$ cat src/host_port_pkg.sv
// Package for the octal transceiver host port: widths, register space, interrupt layout
package host_port_pkg;
   localparam int data_width = 8;
   localparam int addr_width = 13;
   localparam int reg_count = 16;
   localparam int reg_index_width = 4;
   localparam logic [7:0] reg_reset_value = 8'h00;
   // Interrupt source layout: 8 framers, 8 line interface units, 8 bit error testers
   localparam int unit_count = 8;
   localparam logic [12:0] framer_status_addr = 13'h0000;
   localparam logic [12:0] liu_status_addr = 13'h0001;
   localparam logic [12:0] bit_error_tester_status_addr = 13'h0002;
   localparam logic [12:0] framer_mask_addr = 13'h0003;
   localparam logic [12:0] liu_mask_addr = 13'h0004;
   localparam logic [12:0] bit_error_tester_mask_addr = 13'h0005;
   localparam logic [12:0] global_mask_addr = 13'h0006;
   localparam logic [12:0] pending_addr = 13'h0007;
   localparam logic [7:0] mask_reset_value = 8'hff;
   localparam logic [2:0] global_mask_reset_value = 3'h7;
   localparam logic [12:0] general_base_addr = 13'h0008;

   typedef struct packed {
      logic [7:0] framer;
      logic [7:0] line_interface_unit;
      logic [7:0] bit_error_tester;
   } irq_group_type;

   typedef struct packed {
      logic chip_select_n;
      logic read_or_data_strobe_n;
      logic write_or_rw_select_n;
      logic bus_style_select;
   } strobe_type;
endpackage : host_port_pkg

$ cat src/octal_transceiver_host_port.sv
// Octal transceiver parallel host port with register access and interrupt masking
`timescale 1ns/1ps

module octal_transceiver_host_port
   import host_port_pkg::*;
(
   // Clock and reset
   input wire logic clock,
   input wire logic reset_n,
   // Host bus pins
   input wire logic [host_port_pkg::addr_width-1:0] address,
   input wire logic [host_port_pkg::data_width-1:0] data_in,
   output logic [host_port_pkg::data_width-1:0] data_out,
   output logic data_oe,
   input wire host_port_pkg::strobe_type strobes,
   // Reset and test pins
   input wire logic device_reset_n,
   input wire logic io_pin_enable,
   input wire logic test_port_reset_n,
   // Events from the units, one-cycle pulses
   input wire host_port_pkg::irq_group_type unit_events,
   // Open-drain interrupt
   output logic irq_out_n,
   output logic irq_oe,
   // Pin float control for the rest of the device
   output logic pins_enabled
);
   import host_port_pkg::*;

   // Pin synchronisers
   logic [3:0] strobe_meta, strobe_sync, next_strobe_sync;
   logic [2:0] ctl_meta, ctl_sync, next_ctl_sync;
   logic [12:0] addr_meta, addr_sync, next_addr_sync;
   logic [7:0] din_meta, din_sync, next_din_sync;

   always_comb
   begin
      next_strobe_sync = strobe_meta;
      next_ctl_sync = ctl_meta;
      next_addr_sync = addr_meta;
      next_din_sync = din_meta;
   end

   always_ff @(posedge clock or negedge reset_n)
   begin
      if (!reset_n)
      begin
         strobe_meta <= 4'hf;
         strobe_sync <= 4'hf;
         ctl_meta <= 3'h7;
         ctl_sync <= 3'h7;
         addr_meta <= 13'h0000;
         addr_sync <= 13'h0000;
         din_meta <= 8'h00;
         din_sync <= 8'h00;
      end
      else
      begin
         strobe_meta <= strobes;
         strobe_sync <= next_strobe_sync;
         ctl_meta <= {device_reset_n, io_pin_enable, test_port_reset_n};
         ctl_sync <= next_ctl_sync;
         addr_meta <= address;
         addr_sync <= next_addr_sync;
         din_meta <= data_in;
         din_sync <= next_din_sync;
      end
   end

   logic cs_n;
   logic rd_pin_n;
   logic wr_pin_n;
   logic style_hi;
   logic dev_rst_n;
   logic read_active;
   logic write_active;
   logic write_prev;
   logic write_strobe;
   assign cs_n = strobe_sync[3];
   assign rd_pin_n = strobe_sync[2];
   assign wr_pin_n = strobe_sync[1];
   assign style_hi = strobe_sync[0];
   assign dev_rst_n = ctl_sync[2];

   // Style high: data strobe low frames the access, read/write line high means read
   always_comb
   begin
      if (style_hi)
      begin
         read_active = !cs_n && !rd_pin_n && wr_pin_n;
         write_active = !cs_n && !rd_pin_n && !wr_pin_n;
      end
      else
      begin
         read_active = !cs_n && !rd_pin_n;
         write_active = !cs_n && !wr_pin_n;
      end
   end

   // Commit at strobe end; chip select held low through it
   assign write_strobe = write_prev && !write_active && !cs_n;

   // Register state
   logic [7:0] regs [reg_count];
   logic [7:0] framer_mask;
   logic [7:0] liu_mask;
   logic [7:0] bit_error_tester_mask;
   logic [2:0] global_mask;
   irq_group_type pending;
   irq_group_type next_pending;
   logic [7:0] next_framer_mask;
   logic [7:0] next_liu_mask;
   logic [7:0] next_bit_error_tester_mask;
   logic [2:0] next_global_mask;
   logic [7:0] read_value;
   logic [7:0] next_data_out;
   logic [2:0] group_pending;
   logic any_irq;

   always_comb
   begin
      next_framer_mask = framer_mask;
      next_liu_mask = liu_mask;
      next_bit_error_tester_mask = bit_error_tester_mask;
      next_global_mask = global_mask;
      next_pending = pending;
      if (write_strobe)
      begin
         case (addr_sync)
            framer_status_addr: next_pending.framer = pending.framer & ~din_sync;
            liu_status_addr: next_pending.line_interface_unit =
               pending.line_interface_unit & ~din_sync;
            bit_error_tester_status_addr: next_pending.bit_error_tester =
               pending.bit_error_tester & ~din_sync;
            framer_mask_addr: next_framer_mask = din_sync;
            liu_mask_addr: next_liu_mask = din_sync;
            bit_error_tester_mask_addr: next_bit_error_tester_mask = din_sync;
            global_mask_addr: next_global_mask = din_sync[2:0];
            default: next_pending = next_pending;
         endcase
      end
      // A fresh event outranks an acknowledge in the same cycle
      next_pending = next_pending | unit_events;
   end

   always_ff @(posedge clock or negedge reset_n)
   begin
      if (!reset_n)
      begin
         framer_mask <= mask_reset_value;
         liu_mask <= mask_reset_value;
         bit_error_tester_mask <= mask_reset_value;
         global_mask <= global_mask_reset_value;
         pending <= '0;
         write_prev <= 1'b0;
      end
      else if (!dev_rst_n)
      begin
         framer_mask <= mask_reset_value;
         liu_mask <= mask_reset_value;
         bit_error_tester_mask <= mask_reset_value;
         global_mask <= global_mask_reset_value;
         pending <= '0;
         write_prev <= 1'b0;
      end
      else
      begin
         framer_mask <= next_framer_mask;
         liu_mask <= next_liu_mask;
         bit_error_tester_mask <= next_bit_error_tester_mask;
         global_mask <= next_global_mask;
         pending <= next_pending;
         write_prev <= write_active;
      end
   end

   // General-purpose register array, one entry per generate index
   genvar g;
   generate
      for (g = 0; g < reg_count; g++)
      begin : gen_regs
         logic hit;
         logic [7:0] next_value;
         assign hit = write_strobe &&
            (addr_sync == general_base_addr + 13'(g));
         always_comb
         begin
            next_value = hit ? din_sync : regs[g];
         end
         always_ff @(posedge clock or negedge reset_n)
         begin
            if (!reset_n)
               regs[g] <= reg_reset_value;
            else if (!dev_rst_n)
               regs[g] <= reg_reset_value;
            else
               regs[g] <= next_value;
         end
      end
   endgenerate

   // Mask bit set means the source is blocked
   assign group_pending[0] = |(pending.framer & ~framer_mask) && !global_mask[0];
   assign group_pending[1] = |(pending.line_interface_unit & ~liu_mask) && !global_mask[1];
   assign group_pending[2] = |(pending.bit_error_tester & ~bit_error_tester_mask) && !global_mask[2];
   assign any_irq = |group_pending;

   always_comb
   begin
      read_value = 8'h00;
      case (addr_sync)
         framer_status_addr: read_value = pending.framer;
         liu_status_addr: read_value = pending.line_interface_unit;
         bit_error_tester_status_addr: read_value = pending.bit_error_tester;
         framer_mask_addr: read_value = framer_mask;
         liu_mask_addr: read_value = liu_mask;
         bit_error_tester_mask_addr: read_value = bit_error_tester_mask;
         global_mask_addr: read_value = {5'h00, global_mask};
         pending_addr: read_value = {5'h00, group_pending};
         default:
         begin
            if (addr_sync >= general_base_addr &&
                addr_sync < general_base_addr + 13'(reg_count))
               read_value = regs[reg_index_width'(addr_sync - general_base_addr)];
         end
      endcase
      next_data_out = read_value;
   end

   always_ff @(posedge clock or negedge reset_n)
   begin
      if (!reset_n)
         data_out <= 8'h00;
      else
         data_out <= next_data_out;
   end

   // Float all pins only when both test inputs are low
   assign pins_enabled = ctl_sync[1] || ctl_sync[0];
   assign data_oe = read_active && pins_enabled && dev_rst_n;
   assign irq_out_n = 1'b0;
   assign irq_oe = any_irq && pins_enabled && dev_rst_n;
endmodule : octal_transceiver_host_port

$ cat config.mk
export PLATFORM = sky130hd
export DESIGN_NAME = octal_transceiver_host_port
export DESIGN_NICKNAME = d
export VERILOG_FILES = /design/src/host_port_pkg.sv /design/src/octal_transceiver_host_port.sv
export SDC_FILE = /design/constraint.sdc
export NUM_CORES = 1
export LEC_CHECK = 0
export BUFFER_PORTS_ARGS = -buffer_cell sky130_fd_sc_hd__buf_2
export CAP_MARGIN = 20
export CORE_MARGIN = 2
export CORE_UTILIZATION = 44
export DETAILED_ROUTE_END_ITERATION = 16
export SLEW_MARGIN = 5
export SYNTH_ARGS = -nofsm -noshare
export SYNTH_HDL_FRONTEND = slang
export SYNTH_SLANG_ARGS = --single-unit
$ cat constraint.sdc
create_clock -name clock -period 4.2 [get_ports clock]
set_input_delay 0.84 -clock clock [delete_from_list [all_inputs] [get_ports clock]]
set_output_delay 0.84 -clock clock [all_outputs]
set_load 0.05 [all_outputs]
# Yosys cells after proc, flatten, opt, wreduce, memory -nomap -nowiden
# Index checks and enable logic that the tools add are counted.
classes:
  add_sub_neg: 1
  magnitude_cmp: 3
  eq_ne: 44
  mux: 57
  bitwise: 12
  n_reduce_logical: 47
op_table:
  columns: ["op", "count"]
  rows:
  - ["two-way mux 8 bit", 47]
  - ["equality test 13 x 4 -> 1 bit, second input constant", 8]
  - ["equality test 13 x 5 -> 1 bit, second input constant", 8]
  - ["case mux 8 bit (8 select lines)", 1]
  - ["equality test 13 x 3 -> 1 bit, second input constant", 4]
  - ["AND 8 bit", 6]
  - ["two-way mux 24 bit", 2]
  - ["!= test 2 x 1 -> 1 bit, second input constant", 21]
  - ["binary-select mux 8 bit (select 4 bit)", 1]
  - ["inverter 8 bit", 4]
  - ["logical AND 1 bit", 30]
  - ["equality test 13 x 2 -> 1 bit, second input constant", 2]
  - ["OR 24 bit", 1]
  - ["OR reduction 8 bit", 3]
  - ["equality test 13 x 1 -> 1 bit, second input constant", 1]
  - [">= comparator 13 x 4 -> 1 bit, second input constant", 1]
  - ["logical NOT 13 bit", 1]
  - ["less-than comparator 13 x 5 -> 1 bit, second input constant", 1]
  - ["two-way mux 3 bit", 3]
  - ["AND reduction 2 bit", 4]
  - ["logical NOT 1 bit", 7]
  - [">= comparator 5 bit, second input constant", 1]
  - ["inverter 4 -> 5 bit", 1]
  - ["subtractor 4 bit, second input constant", 1]
  - ["3 further kinds", 5]
word_totals:
  reg_bits: 244
  inputBits: 54

# Logic depth before layout (Yosys ltp)
# Gate-level depths: netlist of the first run.
logic_depth:
  word_depth: 10
  depth_mapped: 8
  depth_no_buf: 5

# Least setup slack after synthesis of the first run
# Ideal clock, no wire load.
synth_path:
  path_kind: "reg2out"
  start: "reg ctl_sync[2]"
  end: "out data_oe"
  arrival_ns: 2.195
  required_ns: 3.360
  path_slack_ns: 1.165
  stages_incl_launch_ff: 5
  path_buffers: 2
  cell_sequence: "dfstp_2 -> clkbuf_1 -> clkbuf_1 -> nand2b_1 -> nor3_1"
synth_between:
  elab_chain_cells: 1
synth_rtl:
  columns: ["item", "line_no", "text"]
  rows:
  - ["start: declaration", "octal_transceiver_host_port.sv:32", "logic [2:0] ctl_meta, ctl_sync, next_ctl_sync;"]
  - ["start signal: assignment", "octal_transceiver_host_port.sv:62", "ctl_sync <= next_ctl_sync;"]
  - ["logical AND 1 bit", "octal_transceiver_host_port.sv:240", "assign data_oe = read_active && pins_enabled && dev_rst_n;"]
  - ["end: declaration", "octal_transceiver_host_port.sv:14", "output logic data_oe,"]
# Every way passes these cells.

# Worst setup path after layout of the first run
layout_path:
  start: "reg liu_mask[7]"
  end: "out irq_oe"
layout_between:
  elab_chain_cells: 7
layout_rtl:
  columns: ["item", "line_no", "text"]
  rows:
  - ["start: declaration", "octal_transceiver_host_port.sv:106", "logic [7:0] liu_mask;"]
  - ["start signal: assignment", "octal_transceiver_host_port.sv:151", "liu_mask <= mask_reset_value;"]
  - ["start signal: assignment", "octal_transceiver_host_port.sv:160", "liu_mask <= mask_reset_value;"]
  - ["start signal: assignment", "octal_transceiver_host_port.sv:169", "liu_mask <= next_liu_mask;"]
  - ["inverter 8 bit", "octal_transceiver_host_port.sv:204", "assign group_pending[1] = |(pending.line_interface_unit & ~liu_mask) && !global_mask[1];"]
  - ["AND 8 bit", "octal_transceiver_host_port.sv:204", null]
  - ["OR reduction 8 bit", "octal_transceiver_host_port.sv:204", null]
  - ["logical AND 1 bit", "octal_transceiver_host_port.sv:204", null]
  - ["OR reduction 3 bit", "octal_transceiver_host_port.sv:206", "assign any_irq = |group_pending;"]
  - ["logical AND 1 bit (2 in series)", "octal_transceiver_host_port.sv:242", "assign irq_oe = any_irq && pins_enabled && dev_rst_n;"]
  - ["end: declaration", "octal_transceiver_host_port.sv:24", "output logic irq_oe,"]
# Every way passes these cells.

==> results of run 1 <==
## flip-flops by register name, summed over array words and instances, names as in the netlist
register,flops
next_strobe_sync,4
addr_sync,13
bit_error_tester_mask,8
din_sync,8
pending,24
regs,128
strobe_sync,4
addr_meta,13
framer_mask,8
global_mask,3
liu_mask,8
ctl_meta,3
data_out,8
write_prev,1
ctl_sync,3
din_meta,8
## cells in the mapped netlist, types with 14 or more instances
cell type and instances:
a31oi_1 25, buf_1 16, buf_2 17, clkbuf_1 28
dfrtp_1 203, dfstp_2 41, inv_1 47, mux2i_1 57
mux4_2 37, nand2_1 42, nand3_1 122, nor2_1 18
nor2b_1 14, o21ai_0 145
## placed cells by master, fill, tap and decap left out, drive strengths merged, types with 2 or more instances in the layout
cell type / count
dfrtp: 203
nor2: 18
nand2b: 3
a211o: 3
nor4: 2
nor2b: 14
mux2i: 57
nand4: 15
clkinv: 7
nand2: 42
and3: 3
o22ai: 10
bufinv: 2
or3: 6
nor3: 2
and2: 3
inv: 48
a22o: 2
nand3: 125
o21ai: 151
clkbuf: 39
a31oi: 25
or4: 2
dfstp: 41
a22oi: 6
mux4: 37
buf: 83
mux2: 2
a21oi: 7
a221oi: 4
or2: 2
## kinds of logic (layout without fill, tap and decap cells)
group,after synthesis,in the layout,synth area share
other,1,1,0.000348
and+or+nand+nor,239,239,0.129
buffers and inverters,125,180,0.0563
DFF,244,244,0.572
AOI/OAI and AO/OA,213,213,0.109
xor gates and xnor gates,1,1,0.000814
muxes,96,96,0.133
## metal layers
metal	GRT usage	wire [µm]	vias up
met5	0	0	-
met4	0.0475	376	0
met3	0.0282	1170	27
met2	0.319	12100	168
met1	0.303	12000	3658
li1	-	-	3373
## worst max path at each step
stage / from / endpoint / slack (ns) / cells after the start
floorplan: ctl_sync[2]$_DFF_PN1_ / data_oe / 1.17 / 4
global placement: addr_sync[10]$_DFF_PN0_ / regs[30]$_DFFE_PN0P_ / 1.32 / 5
detailed placement: addr_sync[10]$_DFF_PN0_ / regs[27]$_DFFE_PN0P_ / 1.23 / 5
CTS: liu_mask[7]$_DFFE_PN1P_ / irq_oe / 0.95 / 5
global route: liu_mask[7]$_DFFE_PN1P_ / irq_oe / 0.76 / 5
finish: liu_mask[7]$_DFFE_PN1P_ / irq_oe / 0.98 / 5
## power groups by stage
| stage | combinational (µW) | clock (µW) | sequential [µW] |
|---|---|---|---|
| finish | 236 | 2430 | 2460 |
| global route | 263 | 2590 | 2460 |
| CTS | 240 | 2470 | 2460 |
| detailed placement | 240 | 0 | 2500 |
| global placement | 238 | 0 | 2500 |
| floorplan | 150 | 0 | 2460 |
## final cells by class
type	instances	area (µm²)	share of cell area
sequential	244	6160	0.506
multi-input combinational	550	4000	0.328
clock buffer	39	811	0.0666
timing repair buffer	83	498	0.0409
tap	324	405	0.0333
inverter	47	176	0.0145
clock inverter	11	126	0.0104
## through the flow
stage                     setup WS (ns)  hold WS, ns  power, µW  utilization
after CTS                         0.951        0.336       5170        0.504
final                             0.975        0.338       5120        0.504
after detailed placement           1.23        0.335       2740        0.465
after global placement             1.32        0.332       2740        0.465
after global routing              0.760        0.340       5310        0.504
after floorplan                    1.17        0.331       2610            -
==> metrics.txt, run 1 <==
syn nets 973; pwr/cell area 420 mW/mm²; post-CTS setup buffer count 0; Num CTS Buffers 27; Initial Util 0.445; routed vias 7226; total placed cells including tap cells 1248; Via-to-Cell Ratio 5.57; startpoint types flop; # clock sinks 244; sequential-to-total area share from yosys stat 0.572; post-synth cell types 49; Hold Vio Cnt, Final 0; largest area contributor in the netlist dfrtp_1; P_leak 0.00560 µW; period utilisation layout 0.768; diode count 0; Critical Path Sink Type output port; crit-path max FO 3; R2R cell count 5; post-route antenna net violation count 0; Final Max Slew Viols 0; total congestion overflow 0; final non-filler cell total 1298; hold wc startpoint ctl_meta[2]$_DFF_PN1_; Synth Cell Area 0.0108 mm²; dpl cell area 0.0112 mm²; largest net degree at the start of global routing 112; RSZ-0062 raised after global routing false; crit-path leading delay family compound AO/OA/AOI/OAI gates; number of synthesized flops with an enable pin 0; Synth area leaders dfrtp_1 47%, dfstp_2 10%, mux4_2 7.7%; initial antenna violation count 0; H-tree depth 1; Max-slew headroom 0.315; Reg power frac 0.480; Tmin final 3.22 ns; Detailed Route Iter0 Violations 487; Int Pwr 3950 µW; core area 0.0242 mm²; Gate power share 0.046; Post-Syn Instances 919; synth warn 0; post-CTS sizing 0; setup_tns 0 ns; Max-cap violations 0; CP required 3.36 ns; R2R Path End regs[27]$_DFFE_PN0P_; Crit-path slowest cell dfstp_2; Hold Path End ctl_sync[2]$_DFF_PN1_; WL/cell 19.7 µm; average size of a mapped cell 11.7 µm²; number of global-route vias before repair 7216; hold path cells 0; Sw Share 0.229; setup violators final 0; share of cells above drive strength 1 0.237; row cnt 57; CP Data Arrival Time 2.38 ns; filler instances 2153; DP HPWL 16.5 mm; RR Startpoint addr_sync[9]$_DFF_PN0_; CP cell instances nor2b_1 -> a2111oi_0 -> a31oi_1 -> o311a_1 -> buf_2; clock skew 0.0235 ns; CP max stage delay 0.54 ns; Max VDD drop 0.314 mV; Die X 160 µm; clock root cell clkbuf_16; status completed; top cell type's share of synthesized area 0.472; Design Area, Final 0.0122 mm²; Slew @ Worst Pin 1.02 ns; post-cts hold buffer count 0; fin nets 1007; Hold WC Path Type flop to flop; Setup CP Type flop to output port; Reg clk slew, reported paths 0.06 ns; IO Port Bufs 64; I/O pin cnt 66; Synth Flop Type dfrtp_1; P_sw 1170 µW; GRT Util Overall 0.203; worst-case clock buffer depth 3; Pre-antenna DRT Iters 5; DIE AREA 0.0257 mm²; FF+latch count, synth 244; placer's final routability congestion estimate 0.788; Buf/Inv on CP 1; first-pass GRT wire length 41.4 mm; Clk Latency, worst-skew pair 0.55 ns; Peak Freq 310 MHz; Area growth, synth to finish 13.2%; final wirelength 25.6 mm; fraction of registers with async set/reset 1.00; Clk pwr share 0.474; CTS tree yes; Remaining DRCs 0; reg2reg setup slack 1.26 ns; Die Ht 160 µm
Note: power is estimated with default switching activity, not from simulation.
==> run 2, diff against run 1 <==
- ABC_AREA: unset -> 1
- clock period: 4.2 -> 2.75 ns (I/O delays scaled with it)
==> metrics.txt, run 2 <==
GRT Util Overall 0.231 (was 0.203); post-CTS setup buffer count 0 (unchanged); Pre-antenna DRT Iters 5 (unchanged); CP required 2.20 ns (was 3.36 ns); H-tree depth 1 (unchanged); Num CTS Buffers 28 (was 27); Die X 162 µm (was 160 µm); WL/cell 17.0 µm (was 19.7 µm); Slew @ Worst Pin 0.675 ns (was 1.02 ns); post-route antenna net violation count 0 (unchanged); P_leak 0.00628 µW (was 0.00560 µW); DIE AREA 0.0263 mm² (was 0.0257 mm²); CP Data Arrival Time 2.04 ns (was 2.38 ns); number of flip-flops in the largest register 128 (unchanged); number of global-route vias before repair 8502 (was 7216); total congestion overflow 0 (unchanged); Max-slew headroom 0.549 (was 0.315); most common cell after layout, fill and taps aside nand2_1 (was dfrtp_1); Max-cap violations 0 (unchanged); Buf/Inv on CP 3 (was 1); register with the most flip-flops regs (unchanged); Initial Util 0.451 (was 0.445); Remaining DRCs 0 (unchanged); placer's final routability congestion estimate 0.884 (was 0.788); first-pass GRT wire length 48.0 mm (was 41.4 mm); largest area contributor in the netlist dfrtp_1 (unchanged); # clock sinks 244 (unchanged); status completed (unchanged); Hold WC Path Type input port to flop (was flop to flop); final core area utilization 0.523 (was 0.504); crit-path leading delay family simple AND/OR/NAND/NOR gates (was compound AO/OA/AOI/OAI gates); setup_tns 0 ns (unchanged); clock root cell clkbuf_16 (unchanged); syn nets 1381 (was 973); number of synthesized flops with an enable pin 0 (unchanged); Synth area leaders dfrtp_1 46%, nand2_1 11%, dfstp_2 9.8% (was dfrtp_1 47%, dfstp_2 10%, mux4_2 7.7%); setup violators final 0 (unchanged); Peak Freq 386 MHz; clock skew 0.0276 ns (was 0.0235 ns); diode count 0 (unchanged); period utilisation layout 0.943; Critical Path Sink Type output port (unchanged); RSZ-0062 raised after global routing false (unchanged); post-synth cell types 30 (was 49); IO Port Bufs 64 (unchanged); initial antenna violation count 0 (unchanged); Die Ht 162 µm (was 160 µm); share of cells above drive strength 1 0.161 (was 0.237); DP HPWL 19.9 mm (was 16.5 mm); Clk Latency, worst-skew pair 0.56 ns (was 0.55 ns); top cell type's share of synthesized area 0.462 (was 0.472); core area 0.0244 mm² (was 0.0242 mm²); most frequent CP cell nand2_1; Crit-path slowest cell dfstp_2 (unchanged); CTS tree yes (unchanged); CP max stage delay 0.51 ns (was 0.54 ns); pwr/cell area 665 mW/mm² (was 420 mW/mm²); most numerous cell in the Yosys netlist nand2_1 (was dfrtp_1); largest registers regs: 128 flops, pending: 24 flops (unchanged); average size of a mapped cell 8.28 µm² (was 11.7 µm²); Synth Flop Type dfrtp_1 (unchanged); synth warn 0 (unchanged); final wirelength 29.5 mm (was 25.6 mm); Post-Syn Instances 1327 (was 919); Max VDD drop 0.527 mV (was 0.314 mV); routed vias 9023 (was 7226); Reg clk slew, reported paths 0.06 ns (about the same); CP cell instances inv_1 -> nand2_1 -> nand2_1 -> nor2_2 -> nand2_1 -> nand2_1 -> nand3_1 -> nand3_1 -> inv_1 -> buf_2 (was nor2b_1 -> a2111oi_0 -> a31oi_1 -> o311a_1 -> buf_2); Tmin final 2.59 ns; row cnt 57 (unchanged); startpoint types flop (unchanged); FF+latch count, synth 244 (unchanged); Final Max Slew Viols 0 (unchanged); fin nets 1446 (was 1007); most common library cells after synthesis 326 x nand2_1, 203 x dfrtp_1, 179 x o21ai_0 (was 203 x dfrtp_1, 145 x o21ai_0, 122 x nand3_1); fraction of registers with async set/reset 1.00 (unchanged); Setup CP Type flop to output port (unchanged); Via-to-Cell Ratio 5.19 (was 5.57); Detailed Route Iter0 Violations 945 (was 487); Synth Cell Area 0.0110 mm² (was 0.0108 mm²); largest net degree at the start of global routing 74 (was 112); sequential-to-total area share from yosys stat 0.560 (was 0.572); most frequent cells in the layout 326 x nand2_1, 203 x dfrtp_1, 179 x o21ai_0 (was 201 x dfrtp_1, 145 x o21ai_0, 122 x nand3_1); Hold Vio Cnt, Final 0 (unchanged); worst-case clock buffer depth 3 (unchanged); Area growth, synth to finish 16.1% (was 13.2%); I/O pin cnt 66 (unchanged); crit-path max FO 3 (unchanged)
-- run 2: report_power, final --
part	leakage, µW	internal, µW	switching (µW)
Combinational	0.00264	174	430
Clock	0.000500	2550	1530
Sequential	0.00314	3730	75.7
-- run 2: metal layers --
layer / global-route usage / vias up / routed length, µm
met2: 0.340 / 281 / 12700
li1: - / 4403 / -
met4: 0.0583 / 0 / 636
met3: 0.0306 / 46 / 1780
met5: 0 / - / 0
met1: 0.361 / 4293 / 14300
-- run 2: kinds of logic after synthesis --
kind of cell,after synthesis,synth area share
simple gates,675,0.266
other cells,1,0.000341
buf+inv,186,0.0701
flops,244,0.560
compound gates,221,0.103
-- run 2: worst reg2reg max path, stage by stage, from the launching register on --
cell,delay (ns)
dfrtp_1,0.42
nor2_1,0.52
inv_1,0.12
nor2_2,0.42
nand2_1,0.48
o21ai_0,0.35
-- run 2: final timing paths --
check | start | to | slack, ns | cells past startpoint
setup / recovery | bit_error_tester_mask[7]$_DFFE_PN1P_ | irq_oe | 0.16 | 10
hold / removal | strobes[0] | next_strobe_sync[0]$_DFF_PN1_ | 0.09 | 1
setup reg to reg | addr_sync[3]$_DFF_PN0_ | regs[62]$_DFFE_PN0P_ | 0.33 | 5
hold reg to reg | addr_meta[4]$_DFF_PN0_ | addr_sync[4]$_DFF_PN0_ | 0.34 | 0
max in group asynchronous | reset_n | next_strobe_sync[3]$_DFF_PN1_ | 1.36 | 3
min in group asynchronous | reset_n | regs[43]$_DFFE_PN0P_ | 0.59 | 2
-- run 2: timing repair --
item / 4_1_cts / 5_1_grt
resized for setup: 0 / 1
setup endpoints to repair: 0 / 1
hold buffers: 1 / 0
hold endpoints to repair: 6 / 0
-- run 2: cell type report --
type,instances,area [µm²]
Fill cell,2286,11600
Sequential cell,244,6160
Tap cell,324,405
Clock buffer,34,763
Multi-Input combinational cell,897,4070
Inverter,120,450
Timing Repair Buffer,101,636
Clock inverter,18,270
-- run 2: stage by stage --
| stage | std cells | cell area, µm² | setup WS [ns] | hold WS (ns) | total power, µW |
|---|---|---|---|---|---|
| final | 1738 | 12800 | 0.158 | 0.0875 | 8480 |
| after global routing | 1738 | 12800 | 0.0172 | 0.0620 | 8820 |
| after CTS | 1738 | 12800 | 0.0966 | 0.0695 | 8570 |
| after detailed placement | 1685 | 11700 | 0.443 | 0.335 | 4470 |
| after global placement | 1685 | 11700 | 0.491 | 0.333 | 4460 |
| after floorplan | 1327 | 11000 | 0.136 | 0.254 | 4180 |
